--- src/include/pts_pkg.sv ---
// Constants, register map and field types of the pulse trigger sequencer
`default_nettype none
package pts_pkg;
	// Clock and timing
	localparam int CLK_PS      = 5000;        // Clock period in ps
	localparam int CLK_HZ      = 200000000;   // Clock rate in Hz
	localparam int WMIN_PS     = 3020;        // Least pulse width in ps
	localparam int WMIN_CYC    = (WMIN_PS + CLK_PS - 1) / CLK_PS;
	localparam int IVL_MIN_PS  = 6060;        // Least trigger interval in ps
	localparam int IVL_MIN_CYC = (IVL_MIN_PS + CLK_PS - 1) / CLK_PS;
	localparam int RATE_MAX_HZ = 165000000;   // Highest trigger rate in Hz
	localparam int MARK_CYC    = IVL_MIN_CYC - 1; // Marker length, below least period
	localparam int DIV_STEPS   = 28;          // Quotient bits of CLK_HZ divide
	// Register byte offsets
	localparam logic [7:0] A_CTRL   = 8'h00;
	localparam logic [7:0] A_PERIOD = 8'h04;
	localparam logic [7:0] A_WIDTH  = 8'h08;
	localparam logic [7:0] A_RATE   = 8'h0c;
	localparam logic [7:0] A_IVL    = 8'h10;
	localparam logic [7:0] A_BURST  = 8'h14;
	localparam logic [7:0] A_PAT    = 8'h18;
	localparam logic [7:0] A_PLEN   = 8'h1c;
	localparam logic [7:0] A_STRB   = 8'h20;
	localparam logic [7:0] A_CMD    = 8'h24;
	localparam logic [7:0] A_STAT   = 8'h28;
	// Field positions
	localparam int CTRL_W    = 15;  // Control word width
	localparam int CMD_MAN   = 0;   // Manual trigger request
	localparam int CMD_APPLY = 1;   // Apply pending pattern now
	localparam int ST_ERR    = 0;   // Rejected control write, sticky
	localparam int ST_RUN    = 1;   // Unit in progress
	localparam int ST_BUSY   = 2;   // Rate/interval conversion busy
	localparam int ST_IDX    = 8;   // Low bit of period index
	// Reset values
	localparam logic [31:0] PERIOD_RST = 32'h00000064;
	localparam logic [31:0] WIDTH_RST  = 32'h0000000a;
	localparam logic [31:0] IVL_RST    = 32'h000000c8;
	localparam logic [31:0] RATE_RST   = 32'h000f4240;
	localparam logic [31:0] BURST_RST  = 32'h00000004;
	localparam logic [31:0] PLEN_RST   = 32'h00000008;
	// Field encodings
	typedef enum logic [1:0] {STY_FREE, STY_TRIG, STY_GATE} pts_style_t;
	typedef enum logic [1:0] {ORG_EXT, ORG_RATE, ORG_MAN} pts_origin_t;
	typedef enum logic [1:0] {EDG_RISE, EDG_FALL, EDG_BOTH} pts_edge_t;
	typedef enum logic [1:0] {PER_OSC, PER_RATE, PER_CLK} pts_per_t;
	typedef enum logic [1:0] {OPM_PULSE, OPM_BURST, OPM_PAT, OPM_XWID} pts_mode_t;
	// Control word, most significant field first
	typedef struct packed {
		logic        enable;            // Channel enable
		pts_style_t  trigger_style;     // Free, one-shot or gated
		pts_origin_t trigger_origin_select;
		pts_edge_t   trigger_edge_select;
		pts_per_t    period_origin_select;
		logic        period_clock_edge_select; // 0 rising, 1 falling
		logic        pulses_per_period; // 0 single, 1 double
		pts_mode_t   op_mode;           // Pulse, burst, pattern, external width
		logic        update_cont;       // Pattern edits take effect at once
		logic        rz;                // Pattern return-to-zero format
	} pts_ctrl_t;
endpackage : pts_pkg
`default_nettype wire

--- src/hdl/pts_top.sv ---
// Trigger and period sequencer of one pulse, burst and pattern channel
// How it works
// - Three trigger styles: free, one-shot, gated
// - Free style starts at channel enable
// - Each trigger seen in idle launches one pulse, burst, pattern
// - Gate leading edge starts, trailing ends
// - Trigger edge rising, falling or both
// - One trigger origin: external, rate, manual
// - Manual request gives one trigger each
// - Rate generator never both period and trigger
// - Writing rate sets interval to reciprocal
// - Writing interval sets rate to reciprocal
// - Pattern edits apply now or on request
// - Width clamped between minimum and period minus minimum; external clock periods clamp to the minimum only
// - Marker for every pulse or bit period
// - Burst strobe high first, low last
// - Pattern strobe programmed; pulse and external width strobe idle
// - One or two pulses per period
// - Period from oscillator, rate generator, clock
// - External clock edge rising or falling
// - External width follows trigger input only
// - Free output stops when channel disabled
// - Unsynced sources start after second period tick
//
// Implementation choices: register access over APB and the register offsets.
`default_nettype none
module pts_top (
	// Clock and reset
	input  wire logic        sys_clk,
	input  wire logic        rst,
	// APB slave
	input  wire logic [7:0]  paddr,
	input  wire logic        psel,
	input  wire logic        penable,
	input  wire logic        pwrite,
	input  wire logic [31:0] pwdata,
	output logic             pready,
	output logic [31:0]      prdata,
	output logic             pslverr,
	// Pins
	input  wire logic        external_trigger_input,
	input  wire logic        external_period_clock,
	output logic             chan_out,
	output logic             period_marker,
	output logic             strobe_out
);
	typedef enum {S_IDLE, S_ARM, S_RUN} pts_state_t;

	// Configuration registers
	pts_pkg::pts_ctrl_t ctrl_ff;      // Control word
	logic [31:0] period_ff;           // Oscillator period, cycles
	logic [31:0] width_ff;            // Pulse width, cycles
	logic [31:0] rate_ff;             // Trigger rate, Hz
	logic [31:0] ivl_ff;              // Trigger interval, cycles
	logic [31:0] burst_ff;            // Periods per burst
	logic [31:0] pat_ff;              // Pattern in use
	logic [31:0] pat_sh_ff;           // Pattern being edited
	logic [4:0]  plen_ff;             // Pattern length minus one
	logic [31:0] strb_ff;             // Strobe bit pattern
	logic        err_ff;              // Rejected control write
	logic        man_ff;              // Manual trigger pulse
	// Bus handshake
	logic        ack_ff;              // Access phase answered
	logic [31:0] prdata_ff;           // Read data
	logic        slverr_ff;           // Unmapped address
	logic        blocked;             // Conversion in flight
	logic        hit;                 // Address decodes
	logic [31:0] rd_mux;              // Read value
	logic        wr;                  // Write takes effect
	// Divider
	logic        div_busy_ff;
	logic [4:0]  div_cnt_ff;
	logic [32:0] div_rem_ff;
	logic [27:0] div_num_ff;
	logic [31:0] div_den_ff;
	logic [31:0] div_q_ff;
	logic        div_to_ivl_ff;      // Result goes to interval
	logic        div_start;
	logic [31:0] div_arg;
	logic        div_arg_ivl;
	logic [32:0] div_t;
	logic        div_bit;
	logic        div_done;
	logic [31:0] div_res;
	// Synchronisers and edges
	logic [1:0]  ext_s_ff;
	logic [1:0]  clk_s_ff;
	logic        ext_q_ff;
	logic        clk_q_ff;
	logic        ext_rise;
	logic        ext_fall;
	logic        clk_tick;
	// Period and trigger sources
	logic [31:0] rg_cnt_ff;
	logic [31:0] vco_cnt_ff;
	logic        rg_rise;
	logic        rg_fall;
	logic        src_tick;
	logic        trig_ev;
	// Sequencer
	pts_state_t  state_ff;
	logic        skip_ff;             // One source tick still to skip
	logic        live_ff;             // A unit is in progress
	logic [31:0] idx_ff;              // Period index inside unit
	logic [31:0] ph_ff;               // Cycles since period start
	logic        strb_lvl_ff;         // Burst strobe level
	logic        mark_d_ff;
	logic [31:0] len;                 // Periods in a unit
	logic        last;
	logic        again;               // Start a further unit
	logic        ptick;
	logic        pstart;
	logic        start;
	logic        vco_restart;
	logic [31:0] eff_w;
	logic [31:0] plim;
	logic        bit_now;
	logic        pulse_hi;
	logic [1:0]  mark_cnt_ff;

	// APB answer one cycle into the access phase
	assign blocked = div_busy_ff && (paddr == pts_pkg::A_RATE || paddr == pts_pkg::A_IVL);
	assign pready  = ack_ff;
	assign prdata  = prdata_ff;
	assign pslverr = slverr_ff;
	assign wr      = psel && penable && pready && pwrite && hit;

	// Read decode
	always_comb begin
		hit = 1'b1;
		rd_mux = 32'h00000000;
		if (paddr == pts_pkg::A_CTRL) begin
			rd_mux = {{(32 - pts_pkg::CTRL_W){1'b0}}, ctrl_ff};
		end else if (paddr == pts_pkg::A_PERIOD) begin
			rd_mux = period_ff;
		end else if (paddr == pts_pkg::A_WIDTH) begin
			rd_mux = width_ff;
		end else if (paddr == pts_pkg::A_RATE) begin
			rd_mux = rate_ff;
		end else if (paddr == pts_pkg::A_IVL) begin
			rd_mux = ivl_ff;
		end else if (paddr == pts_pkg::A_BURST) begin
			rd_mux = burst_ff;
		end else if (paddr == pts_pkg::A_PAT) begin
			rd_mux = pat_sh_ff;
		end else if (paddr == pts_pkg::A_PLEN) begin
			rd_mux = {27'h0000000, plen_ff};
		end else if (paddr == pts_pkg::A_STRB) begin
			rd_mux = strb_ff;
		end else if (paddr == pts_pkg::A_CMD) begin
			rd_mux = 32'h00000000;
		end else if (paddr == pts_pkg::A_STAT) begin
			rd_mux = {16'h0000, idx_ff[7:0], 5'h00, div_busy_ff, live_ff, err_ff};
		end else begin
			hit = 1'b0;
		end
	end

	// Bus handshake flops
	always_ff @(posedge sys_clk) begin
		if (rst) begin
			ack_ff    <= 1'b0;
			prdata_ff <= 32'h00000000;
			slverr_ff <= 1'b0;
		end else begin
			ack_ff    <= psel && penable && !ack_ff && !blocked;
			prdata_ff <= rd_mux;
			slverr_ff <= psel && penable && !ack_ff && !blocked && !hit;
		end
	end

	// Conversion requests from rate or interval writes
	always_comb begin
		div_start = 1'b0;
		div_arg = 32'h00000001;
		div_arg_ivl = 1'b0;
		if (wr && paddr == pts_pkg::A_RATE) begin
			div_start = 1'b1;
			div_arg_ivl = 1'b1;
			if (pwdata > 32'(pts_pkg::RATE_MAX_HZ)) begin
				div_arg = 32'(pts_pkg::RATE_MAX_HZ);
			end else if (pwdata == 32'h00000000) begin
				div_arg = 32'h00000001;
			end else begin
				div_arg = pwdata;
			end
		end else if (wr && paddr == pts_pkg::A_IVL) begin
			div_start = 1'b1;
			div_arg = (pwdata < 32'(pts_pkg::IVL_MIN_CYC)) ?
				32'(pts_pkg::IVL_MIN_CYC) : pwdata;
		end
	end

	// Restoring divider: CLK_HZ over the written value
	assign div_t    = {div_rem_ff[31:0], div_num_ff[27]};
	assign div_bit  = div_t >= {1'b0, div_den_ff};
	assign div_done = div_busy_ff && div_cnt_ff == 5'(pts_pkg::DIV_STEPS - 1);
	assign div_res  = {div_q_ff[30:0], div_bit};
	always_ff @(posedge sys_clk) begin
		if (rst) begin
			div_busy_ff   <= 1'b0;
			div_cnt_ff    <= 5'h00;
			div_rem_ff    <= 33'h000000000;
			div_num_ff    <= 28'h0000000;
			div_den_ff    <= 32'h00000001;
			div_q_ff      <= 32'h00000000;
			div_to_ivl_ff <= 1'b0;
		end else if (div_start) begin
			div_busy_ff   <= 1'b1;
			div_cnt_ff    <= 5'h00;
			div_rem_ff    <= 33'h000000000;
			div_num_ff    <= 28'(pts_pkg::CLK_HZ);
			div_den_ff    <= div_arg;
			div_q_ff      <= 32'h00000000;
			div_to_ivl_ff <= div_arg_ivl;
		end else if (div_busy_ff) begin
			div_rem_ff <= div_bit ? (div_t - {1'b0, div_den_ff}) : div_t;
			div_num_ff <= {div_num_ff[26:0], 1'b0};
			div_q_ff   <= div_res;
			div_cnt_ff <= div_cnt_ff + 5'h01;
			if (div_done) begin
				div_busy_ff <= 1'b0;
			end
		end
	end

	// Software registers
	always_ff @(posedge sys_clk) begin
		if (rst) begin
			ctrl_ff   <= pts_pkg::pts_ctrl_t'('0);
			period_ff <= pts_pkg::PERIOD_RST;
			width_ff  <= pts_pkg::WIDTH_RST;
			rate_ff   <= pts_pkg::RATE_RST;
			ivl_ff    <= pts_pkg::IVL_RST;
			burst_ff  <= pts_pkg::BURST_RST;
			pat_ff    <= 32'h00000000;
			pat_sh_ff <= 32'h00000000;
			plen_ff   <= pts_pkg::PLEN_RST[4:0];
			strb_ff   <= 32'h00000000;
			err_ff    <= 1'b0;
			man_ff    <= 1'b0;
		end else begin
			man_ff <= wr && paddr == pts_pkg::A_CMD && pwdata[pts_pkg::CMD_MAN];
			if (div_done && div_to_ivl_ff) begin
				ivl_ff <= (div_res < 32'(pts_pkg::IVL_MIN_CYC)) ?
					32'(pts_pkg::IVL_MIN_CYC) : div_res;
			end else if (div_done) begin
				rate_ff <= div_res;
			end
			if (wr && paddr == pts_pkg::A_CTRL) begin
				// Rate generator may not drive period and trigger together
				if (pwdata[13:12] != 2'(pts_pkg::STY_FREE) &&
				    pwdata[11:10] == 2'(pts_pkg::ORG_RATE) &&
				    pwdata[7:6] == 2'(pts_pkg::PER_RATE)) begin
					err_ff <= 1'b1;
				end else begin
					ctrl_ff <= pts_pkg::pts_ctrl_t'(pwdata[pts_pkg::CTRL_W-1:0]);
				end
			end else if (wr && paddr == pts_pkg::A_STAT && pwdata[pts_pkg::ST_ERR]) begin
				err_ff <= 1'b0;
			end
			if (wr && paddr == pts_pkg::A_PERIOD) begin
				period_ff <= (pwdata < 32'(pts_pkg::IVL_MIN_CYC)) ?
					32'(pts_pkg::IVL_MIN_CYC) : pwdata;
			end
			if (wr && paddr == pts_pkg::A_RATE) begin
				rate_ff <= div_arg;
			end
			if (wr && paddr == pts_pkg::A_IVL) begin
				ivl_ff <= div_arg;
			end
			if (wr && paddr == pts_pkg::A_WIDTH) begin
				width_ff <= pwdata;
			end
			if (wr && paddr == pts_pkg::A_BURST) begin
				burst_ff <= (pwdata == 32'h00000000) ? 32'h00000001 : pwdata;
			end
			if (wr && paddr == pts_pkg::A_PLEN) begin
				plen_ff <= pwdata[4:0];
			end
			if (wr && paddr == pts_pkg::A_STRB) begin
				strb_ff <= pwdata;
			end
			// Pattern edits: live in update mode, else held until applied
			if (wr && paddr == pts_pkg::A_PAT) begin
				pat_sh_ff <= pwdata;
				if (ctrl_ff.update_cont) begin
					pat_ff <= pwdata;
				end
			end else if (wr && paddr == pts_pkg::A_CMD && pwdata[pts_pkg::CMD_APPLY]) begin
				pat_ff <= pat_sh_ff;
			end
		end
	end

	// Two-flop synchronisers on the pins, then a third stage for edges
	always_ff @(posedge sys_clk) begin
		if (rst) begin
			ext_s_ff <= 2'b00;
			clk_s_ff <= 2'b00;
			ext_q_ff <= 1'b0;
			clk_q_ff <= 1'b0;
		end else begin
			ext_s_ff <= {ext_s_ff[0], external_trigger_input};
			clk_s_ff <= {clk_s_ff[0], external_period_clock};
			ext_q_ff <= ext_s_ff[1];
			clk_q_ff <= clk_s_ff[1];
		end
	end
	assign ext_rise = ext_s_ff[1] && !ext_q_ff;
	assign ext_fall = !ext_s_ff[1] && ext_q_ff;
	assign clk_tick = ctrl_ff.period_clock_edge_select ?
		(!clk_s_ff[1] && clk_q_ff) : (clk_s_ff[1] && !clk_q_ff);

	// Internal rate generator: rise at count zero, fall at half interval
	always_ff @(posedge sys_clk) begin
		if (rst) begin
			rg_cnt_ff <= 32'h00000000;
		end else if (rg_cnt_ff >= ivl_ff - 32'h00000001) begin
			rg_cnt_ff <= 32'h00000000;
		end else begin
			rg_cnt_ff <= rg_cnt_ff + 32'h00000001;
		end
	end
	assign rg_rise = rg_cnt_ff == 32'h00000000;
	assign rg_fall = rg_cnt_ff == (ivl_ff >> 1);

	// Internal oscillator, restarted so it fires right at a trigger
	always_ff @(posedge sys_clk) begin
		if (rst || vco_restart || vco_cnt_ff >= period_ff - 32'h00000001) begin
			vco_cnt_ff <= 32'h00000000;
		end else begin
			vco_cnt_ff <= vco_cnt_ff + 32'h00000001;
		end
	end

	// Period source select
	always_comb begin
		case (ctrl_ff.period_origin_select)
			pts_pkg::PER_RATE: src_tick = rg_rise;
			pts_pkg::PER_CLK:  src_tick = clk_tick;
			default:           src_tick = vco_cnt_ff == 32'h00000000;
		endcase
	end

	// Trigger origin and edge select
	always_comb begin
		case (ctrl_ff.trigger_origin_select)
			pts_pkg::ORG_RATE: begin
				case (ctrl_ff.trigger_edge_select)
					pts_pkg::EDG_FALL: trig_ev = rg_fall;
					pts_pkg::EDG_BOTH: trig_ev = rg_rise || rg_fall;
					default:           trig_ev = rg_rise;
				endcase
			end
			pts_pkg::ORG_MAN: trig_ev = man_ff;
			default: begin
				case (ctrl_ff.trigger_edge_select)
					pts_pkg::EDG_FALL: trig_ev = ext_fall;
					pts_pkg::EDG_BOTH: trig_ev = ext_rise || ext_fall;
					default:           trig_ev = ext_rise;
				endcase
			end
		endcase
	end

	// Unit length and repeat decision
	always_comb begin
		case (ctrl_ff.op_mode)
			pts_pkg::OPM_BURST: len = burst_ff;
			pts_pkg::OPM_PAT:   len = {27'h0000000, plen_ff} + 32'h00000001;
			default:            len = 32'h00000001;
		endcase
		case (ctrl_ff.trigger_style)
			pts_pkg::STY_FREE: again = 1'b1;
			pts_pkg::STY_GATE: again = ext_s_ff[1];
			default:           again = 1'b0;
		endcase
	end
	assign last   = live_ff && idx_ff == len - 32'h00000001;
	// Disable blocks the period tick at once; a marker already in the pipeline still follows
	assign ptick  = src_tick && ctrl_ff.enable &&
		(state_ff == S_RUN || (state_ff == S_ARM && !skip_ff));
	assign pstart = ptick && !(last && !again);

	// Start condition from idle; later triggers fall through unseen
	always_comb begin
		case (ctrl_ff.trigger_style)
			pts_pkg::STY_FREE: start = 1'b1;
			pts_pkg::STY_GATE: start = ext_rise;
			default:           start = trig_ev;
		endcase
		start = start && ctrl_ff.enable && state_ff == S_IDLE &&
			ctrl_ff.op_mode != pts_pkg::OPM_XWID;
	end
	assign vco_restart = start && ctrl_ff.period_origin_select == pts_pkg::PER_OSC;

	// Sequencer
	always_ff @(posedge sys_clk) begin
		if (rst || !ctrl_ff.enable || ctrl_ff.op_mode == pts_pkg::OPM_XWID) begin
			state_ff    <= S_IDLE;
			skip_ff     <= 1'b0;
			live_ff     <= 1'b0;
			idx_ff      <= 32'h00000000;
			strb_lvl_ff <= 1'b0;
		end else begin
			case (state_ff)
				S_IDLE: begin
					if (start && vco_restart) begin
						state_ff <= S_RUN;
					end else if (start) begin
						state_ff <= S_ARM;
						skip_ff  <= 1'b1;
					end
				end
				S_ARM: begin
					if (src_tick) begin
						skip_ff <= 1'b0;
					end
				end
				default: begin
				end
			endcase
			if (ptick) begin
				if (!live_ff || last) begin
					if (!live_ff || again) begin
						state_ff    <= S_RUN;
						live_ff     <= 1'b1;
						idx_ff      <= 32'h00000000;
						strb_lvl_ff <= len != 32'h00000001;
					end else begin
						state_ff    <= S_IDLE;
						live_ff     <= 1'b0;
						strb_lvl_ff <= 1'b0;
					end
				end else begin
					idx_ff <= idx_ff + 32'h00000001;
					if (idx_ff + 32'h00000001 == len - 32'h00000001) begin
						strb_lvl_ff <= 1'b0;
					end
				end
			end
		end
	end

	// Phase counter inside the period
	always_ff @(posedge sys_clk) begin
		if (rst || pstart) begin
			ph_ff <= 32'h00000000;
		end else if (ph_ff != 32'hffffffff) begin
			ph_ff <= ph_ff + 32'h00000001;
		end
	end

	// Width limited to the known period
	always_comb begin
		plim = (ctrl_ff.period_origin_select == pts_pkg::PER_RATE) ? ivl_ff : period_ff;
		eff_w = width_ff;
		if (ctrl_ff.period_origin_select != pts_pkg::PER_CLK &&
		    eff_w > plim - 32'(pts_pkg::WMIN_CYC)) begin
			eff_w = plim - 32'(pts_pkg::WMIN_CYC);
		end
		if (eff_w < 32'(pts_pkg::WMIN_CYC)) begin
			eff_w = 32'(pts_pkg::WMIN_CYC);
		end
		// Second pulse follows after a gap equal to the width
		pulse_hi = ph_ff < eff_w ||
			(ctrl_ff.pulses_per_period && ph_ff >= (eff_w << 1) &&
			 ph_ff < eff_w * 32'h00000003);
		bit_now = pat_ff[idx_ff[4:0]];
	end

	// Marker stretch counter
	always_ff @(posedge sys_clk) begin
		if (rst) begin
			mark_cnt_ff <= 2'b00;
		end else if (mark_d_ff) begin
			mark_cnt_ff <= 2'(pts_pkg::MARK_CYC);
		end else if (mark_cnt_ff != 2'b00) begin
			mark_cnt_ff <= mark_cnt_ff - 2'b01;
		end
	end

	// Output registers, marker delayed to line up with the channel
	always_ff @(posedge sys_clk) begin
		if (rst) begin
			mark_d_ff     <= 1'b0;
			period_marker <= 1'b0;
			chan_out      <= 1'b0;
			strobe_out    <= 1'b0;
		end else if (ctrl_ff.op_mode == pts_pkg::OPM_XWID) begin
			mark_d_ff     <= ctrl_ff.enable && ext_rise;
			period_marker <= mark_d_ff;
			chan_out      <= ctrl_ff.enable && ext_q_ff;
			strobe_out    <= 1'b0;
		end else begin
			mark_d_ff     <= pstart;
			period_marker <= mark_d_ff || (mark_cnt_ff > 2'b01);
			case (ctrl_ff.op_mode)
				pts_pkg::OPM_PAT: begin
					chan_out   <= live_ff && bit_now && (!ctrl_ff.rz || ph_ff < eff_w);
					strobe_out <= live_ff && strb_ff[idx_ff[4:0]];
				end
				pts_pkg::OPM_BURST: begin
					chan_out   <= live_ff && pulse_hi;
					strobe_out <= strb_lvl_ff;
				end
				default: begin
					chan_out   <= live_ff && pulse_hi;
					strobe_out <= 1'b0;
				end
			endcase
		end
	end
endmodule : pts_top
`default_nettype wire

--- config.mk ---
export PLATFORM = sky130hd
export DESIGN_NAME = pts_top
export DESIGN_NICKNAME = d
export VERILOG_FILES = /design/src/include/pts_pkg.sv /design/src/hdl/pts_top.sv
export SDC_FILE = /design/constraint.sdc
export NUM_CORES = 2
export LEC_CHECK = 0
export ABC_CLOCK_PERIOD_IN_PS = 9050
export BUFFER_PORTS_ARGS = -buffer_cell sky130_fd_sc_hd__buf_2
export CAP_MARGIN = 10
export CELL_PAD_IN_SITES_DETAIL_PLACEMENT = 1
export CELL_PAD_IN_SITES_GLOBAL_PLACEMENT = 2
export CORE_MARGIN = 4
export CORE_UTILIZATION = 35
export CTS_CLUSTER_DIAMETER = 30
export DETAILED_ROUTE_END_ITERATION = 8
export HOLD_SLACK_MARGIN = 0.15
export PLACE_DENSITY_LB_ADDON = 0.1
export SYNTH_ARGS = -nofsm -noshare
export SYNTH_HDL_FRONTEND = slang
export SYNTH_SLANG_ARGS = --single-unit
--- constraint.sdc ---
create_clock -name sys_clk -period 9.05 [get_ports sys_clk]
set_clock_uncertainty 0.05 [all_clocks]
set_input_delay 2.715 -clock sys_clk [delete_from_list [all_inputs] [get_ports sys_clk]]
set_output_delay 2.715 -clock sys_clk [all_outputs]
set_load 0.02 [all_outputs]
Word-level counts from Yosys, hierarchy flattened --
Index checks and enable logic that the tools add are counted.
Operators by class: divide/modulo/power cells 0, muxes and demuxes 86, $lt $le $gt $ge 13, $add $sub $neg 12, equal/unequal tests 40, bitwise operators 1, multipliers 1, reductions and logical operators 108, shift-type cells 0
Operators with widths (count):
- 32-bit two-way mux | 33
- 32-bit zero test | 5
- 32-bit by 1-bit adder with 32-bit output, second input constant | 4
- 32-bit by 1-bit subtractor with 32-bit output, second input constant | 4
- 32-bit >= comparator | 3
- 32-bit equality test | 2
- 32-bit by 2-bit less-than comparator with 1-bit output, second input constant | 2
- 32-bit less-than comparator | 2
- 32-bit one-hot mux with 2 select lines | 1
- 28-bit two-way mux | 2
- 1-bit logical AND | 50
- 1-bit two-way mux | 36
- 33-bit by 32-bit >= comparator with 1-bit output | 1
- 32-bit by 1-bit equality test with 1-bit output, second input constant | 1
- 32-bit by 2-bit equality test with 1-bit output, second input constant | 1
- 32-bit by 3-bit equality test with 1-bit output, second input constant | 1
- 32-bit by 31-bit equality test with 1-bit output | 1
- 8-bit by 5-bit equality test with 1-bit output, second input constant | 4
- 32-bit by 28-bit greater-than comparator with 1-bit output, second input constant | 1
- 32-bit greater-than comparator | 1
- 32-bit by 1-bit less-than comparator with 1-bit output, second input constant | 1
- 32-bit by 2-bit multiplier with 32-bit output, second input constant | 1
- 16-bit two-way mux | 2
- 32-bit by 1-bit inequality test with 1-bit output, second input constant | 1
- other kinds (28) | 101
Word-level totals: bits in read-only memories 0, register bits 608, output and inout bits 37, logic and storage cells 312, memories 0, bits in latches 0, input bits 47, memory bits (writable) 0

Depth between registers and ports, before layout --
depth in word-level cells 17, mapped depth 48, depth with buffers taken out 44

Worst setup path before layout --
No wires, ideal clock.
path kind register to register, from reg ctrl_ff[7] (netlist bit), to reg chan_out, data arrival time 8986 ps, period minus slack after synthesis 9093 ps, buffers on the path 7, cell stages (with the launch flop) 44, setup slack -43 ps, required time 8943 ps, cells stage by stage dfxtp_1 inv_1 ha_1 clkbuf_1 buf_2 buf_1 clkbuf_1 mux2i_1 xor2_1 inv_1 ha_1 a21o_1 a21o_1 a221o_1 a221oi_1 o31ai_1 o21ai_0 clkbuf_1 (+8 left out) a31o_2 o31a_1 o211ai_1 a311oi_1 a311o_1 a21o_1 a21oi_1 xor2_1 ha_1 a21oi_1 nor2b_1 o21ai_0 nand4_1 o21ai_0 o311ai_0 or3_1 o21ai_0 a21o_1
On the way: longest elaborated chain between the ends 15, elaborated cells between the ends (all ways) 21, those cells by class 1 x add/sub; 1 x mul; 5 x order compare; 2 x eq/ne; 5 x mux; 7 x reduce/logical
Ends and longest elaborated chain:
- start: declaration | RTL line pts_top.sv:50 | pts_pkg::pts_ctrl_t ctrl_ff;
- start signal: assignment | RTL line pts_top.sv:230 | ctrl_ff <= pts_pkg::pts_ctrl_t'('0);
- start signal: assignment | RTL line pts_top.sv:257 | ctrl_ff <= pts_pkg::pts_ctrl_t'(pwdata[pts_pkg::CTRL_W-1:0]);
- 2-bit by 1-bit equality test with 1-bit output | RTL line pts_top.sv:457 | plim = (ctrl_ff.period_origin_select == pts_pkg::PER_RATE) ? ivl_ff : period_ff;
- 32-bit two-way mux | RTL line pts_top.sv:457
- 32-bit by 1-bit subtractor with 32-bit output | RTL line pts_top.sv:460, pts_top.sv:461
- 32-bit greater-than comparator | RTL line pts_top.sv:460 | eff_w > plim - 32'(pts_pkg::WMIN_CYC)) begin
- 1-bit logical AND | RTL line pts_top.sv:459 | if (ctrl_ff.period_origin_select != pts_pkg::PER_CLK &&
- 32-bit two-way mux (*) | RTL line pts_top.sv:459
- 32-bit by 1-bit less-than comparator with 1-bit output | RTL line pts_top.sv:463 | if (eff_w < 32'(pts_pkg::WMIN_CYC)) begin
- 32-bit two-way mux (*) | RTL line pts_top.sv:463
- 32-bit by 2-bit multiplier with 32-bit output or 32-bit >= comparator (tied branches) | RTL line pts_top.sv:469, pts_top.sv:468
- 32-bit less-than comparator or 1-bit logical AND (tied branches) | RTL line pts_top.sv:469, pts_top.sv:468
- 1-bit logical AND | RTL line pts_top.sv:468 | (ctrl_ff.pulses_per_period && ph_ff >= (eff_w << 1) &&
- 1-bit logical OR | RTL line pts_top.sv:467 | pulse_hi = ph_ff < eff_w ||
- 1-bit logical AND | RTL line pts_top.sv:505, pts_top.sv:509
- 1-bit two-way mux (*)
- 1-bit two-way mux (*) | RTL line pts_top.sv:491 | end else if (ctrl_ff.op_mode == pts_pkg::OPM_XWID) begin
- end signal: assignment | RTL line pts_top.sv:494 | chan_out <= ctrl_ff.enable && ext_q_ff;
- end signal: assignment | RTL line pts_top.sv:505 | chan_out <= live_ff && pulse_hi;
- end signal: assignment | RTL line pts_top.sv:509 | chan_out <= live_ff && pulse_hi;
- end: declaration | RTL line pts_top.sv:43 | output logic chan_out,
Every way passes the cells marked *; elsewhere a longest branch is shown, timed or not. A chain may end at the register's enable or synchronous reset.

Worst setup path after layout --
from reg period_ff[0], to reg chan_out
On the way: longest elaborated chain between the ends 14, elaborated cells between the ends (all ways) 19, those cells by class 1 x add/sub; 1 x mul; 5 x order compare; 5 x mux; 7 x reduce/logical
Ends and longest elaborated chain:
- start: declaration | RTL line pts_top.sv:51 | logic [31:0] period_ff;
- start signal: assignment | RTL line pts_top.sv:231 | period_ff <= pts_pkg::PERIOD_RST;
- start signal: assignment | RTL line pts_top.sv:263 | period_ff <= (pwdata < 32'(pts_pkg::IVL_MIN_CYC)) ?
- 32-bit two-way mux (*) | RTL line pts_top.sv:457
- 32-bit by 1-bit subtractor with 32-bit output (*) | RTL line pts_top.sv:460, pts_top.sv:461
- 32-bit greater-than comparator | RTL line pts_top.sv:460
- 1-bit logical AND | RTL line pts_top.sv:459
- 32-bit two-way mux (*) | RTL line pts_top.sv:459
- 32-bit by 1-bit less-than comparator with 1-bit output | RTL line pts_top.sv:463
- 32-bit two-way mux (*) | RTL line pts_top.sv:463
- 32-bit by 2-bit multiplier with 32-bit output or 32-bit >= comparator (tied branches) | RTL line pts_top.sv:469, pts_top.sv:468
- 32-bit less-than comparator or 1-bit logical AND (tied branches) | RTL line pts_top.sv:469, pts_top.sv:468
- 1-bit logical AND | RTL line pts_top.sv:468
- 1-bit logical OR | RTL line pts_top.sv:467
- 1-bit logical AND | RTL line pts_top.sv:505, pts_top.sv:509
- 1-bit two-way mux (*)
- 1-bit two-way mux (*) | RTL line pts_top.sv:491
Marked as above.

==> impl_metrics.toml <==
[outcome]
status = "finished clean"

[floorplan]
io_pins = 84
die_y_um = 344.3
row_count = 123
core-area_mm2 = 0.1123
start_util_pct = 35.22
die_w_um = 344.3
die-area_mm2 = 0.1185

[detailed_routing]
ant_nets = 0
dr.pass1.iters = 6
avgRoutedWirePerCell_um = 26.16
viasPerCell = 5.770
remaining_drc_errors = 0
drt_iter0_drc = 3410
num_vias = 38960
routed_wl_mm = 176.6

[worst_setup_path]
critPathArrivalTime_ns = 9.42
crit_path_end = "chan_out"
crit_required_ns = 9.74
cpMostUsedCell = "a21oi_2"
cp-startpoint = "period_ff[0]"
critical_path_class = "reg2reg"
reg2reg_from = "period_ff[0]"
critPathMaxFanout = 5
timing.rr.end = "chan_out"
crit_path_end_kind = "flop"
slowest_stage = "a311o_1"
r2r_slack_ns = 0.31
r2r_cells = 42
worstSetupStartpointType = "flop"
max_stage_delay_ns = 0.41

[sta]
period_share_pct = 96.54
max_freq_mhz = 114.5
timing.hold.ws_ns = 0.3969
slew_viol_final = 0
setup_viol = 0
worst_pin_slew_ns = 1.121
fin_ws_ns = 0.3129
fin_tns_setup_ns = 0
slew_headroom_pct = 25.25
grt_setup_unrepaired = "true"
min_period_ns = 8.737
hold_viol = 0

[clocking]
clock_latency_ns = 0.80
h-tree-depth = 4
cts_hold_buf = 0
clockBufferDepth = 3
clock-root-buffer = "clkbuf_16"
tritoncts = "done"
clkTransAtPathRegs_ns = 0.05
cts_sinks = 608
cts_inserted_buffers = 173

[final_layout]
final_util_pct = 43.93
drive_gt1_share_pct = 16.62
mostFrequentLayoutCells = "605 x dfxtp_1, 566 x nand2_1, 459 x nor2_1"
layout_commonest_cell = "dfxtp_1"
finalNetCount = 5431
nFillCells = 13240
syn_to_final_growth_pct = 24.71

[pwr]
power_density_mw_per_mm2 = 184.4
peakVddDrop_mv = 0.1876
leakagePower_nw = 20.05

[place]
dp_slack_ns = -0.1864
portBuffers = 83
gp_congestion = 0.9300
place_hpwl_mm = 130.6

[global_route]
grt_use_met2_pct = 45.38
grt_pass1_vias = 38590
grt_max_degree = 86
track_usage_pct = 29.17
grt.busiest_layer = "met2"
grt_util_met1_pct = 40.71
gr-total-overflow = 0
antenna_found_initial = 12
grt_pass1_wl_mm = 260.5
global_route.usage.met3_pct = 5.177

[synthesis]
synth-seq-cells = 608
synth_seq_area_share_pct = 30.76
synth_ff_type = "dfxtp_1"
syn-num-nets = 5236
yosysWarnings = 0
avgSynthCellArea_um2 = 8.060
synthesis.instances = 4910
synth-edff-count = 0
synth_area_mm2 = 0.03957
synth_cell_types = 98
postSynth.asyncResetShare_pct = 0

[job]
cap_violations = 0

[worst_hold_path]
hold_class = "reg2reg"
stage by stage:
stage,instance area [µm²],std cells,power (W)
after floorplan,39570,4910,0.002866
after global placement,42620,6415,0.002957
after detailed placement,42620,6415,0.002959
after CTS,48770,6734,0.009186
after global routing,49330,6747,0.009352
final,49350,6753,0.009099
repair_timing:
| item | in CTS | in global routing |
|---|---|---|
| gates resized for setup | 15 | 93 |
| cloned | 0 | 1 |
| buffers inserted | 2 | 13 |
| pin swaps | 8 | 43 |
| endpoints found under the setup margin | 1 | 1 |
cells by family (layout without fill, tap and decap cells):
group / count (synthesis) / in the layout / share of synthesized area (%)
AO/OA/AOI/OAI: 1081 / 1081 / 18.23
XOR/XNOR: 347 / 347 / 7.734
adder cells (fa/ha/maj): 279 / 279 / 8.859
buffers and inverters: 502 / 839 / 5.059
flip-flops: 608 / 608 / 30.76
multiplexers: 186 / 186 / 5.432
other: 0 / 6 / 0
AND/OR/NAND/NOR: 1907 / 1907 / 23.93
area by class of cell:
cell class | count | area (µm²) | share of cell area, %
antenna | 6 | 15.01 | 0.03042
clock buffer | 238 | 4985 | 10.10
clock inverter | 79 | 1090 | 2.208
inverter | 150 | 563.0 | 1.141
multi-input combinational | 3800 | 25960 | 52.60
sequential | 608 | 12180 | 24.68
tap | 1500 | 1877 | 3.803
timing repair buffer | 372 | 2684 | 5.438
synth_stat cells (126+ instances only):
| master | number | area (µm²) |
|---|---|---|
| inv_1 | 150 | 563.0 |
| nand2_1 | 568 | 2132 |
| ha_1 | 277 | 3466 |
| xor2_1 | 160 | 1401 |
| a21oi_1 | 352 | 1762 |
| nor2_1 | 477 | 1790 |
| o21ai_0 | 136 | 680.7 |
| clkbuf_1 | 307 | 1152 |
| nand3_1 | 127 | 635.6 |
| dfxtp_1 | 608 | 12170 |
| nor3_1 | 126 | 630.6 |
| mux2i_1 | 154 | 1541 |
| xnor2_1 | 185 | 1620 |
state kept, by name (all words and copies together), names as in the netlist, 32 cells and up:
register / flops
burst_ff: 32
div_den_ff: 32
div_rem_ff: 32
idx_ff: 32
ivl_ff: 32
pat_ff: 32
pat_sh_ff: 32
period_ff: 32
ph_ff: 32
prdata: 32
rate_ff: 32
rg_cnt_ff: 32
state_ff: 32
strb_ff: 32
vco_cnt_ff: 32
width_ff: 32
layer usage:
layer / part of all wire (%) / up-vias
met1: 46 / 19390
li1: - / 18080
met2: 44 / 1171
met4: 3.3 / 0
met5: 0 / -
met3: 6.2 / 316
worst max-delay path, delay by kind of cell, from the launching register on:
family	cells	cell delay, ns
xor+xnor	2	0.38
buf+inv	3	0.55
compound gates	24	4.51
simple gates	8	1.58
mux	1	0.12
flops	1	0.33
fa+ha+maj	4	1.12
how the worst min path moves through the flow:
stage | startpoint | to | slack [ns] | cells past startpoint
after CTS | ext_s_ff[0] | ext_s_ff[1] | 0.40 | 1
final | ext_s_ff[0] | ext_s_ff[1] | 0.40 | 1
after floorplan | clk_s_ff[0] | clk_s_ff[1] | 0.36 | 1
after global placement | ext_s_ff[0] | ext_s_ff[1] | 0.37 | 1
after detailed placement | clk_s_ff[0] | clk_s_ff[1] | 0.39 | 1
after global routing | ext_s_ff[0] | ext_s_ff[1] | 0.41 | 1
power breakdown:
| part | internal, W | switching [W] | total (W) |
|---|---|---|---|
| Sequential | 0.00270 | 0.0000109 | 0.00271 |
| Combinational | 0.0000489 | 0.000158 | 0.000207 |
| Clock | 0.00419 | 0.00199 | 0.00618 |
| Total | 0.00694 | 0.00216 | 0.00910 |
Note: power is estimated with default switching activity, not from simulation.
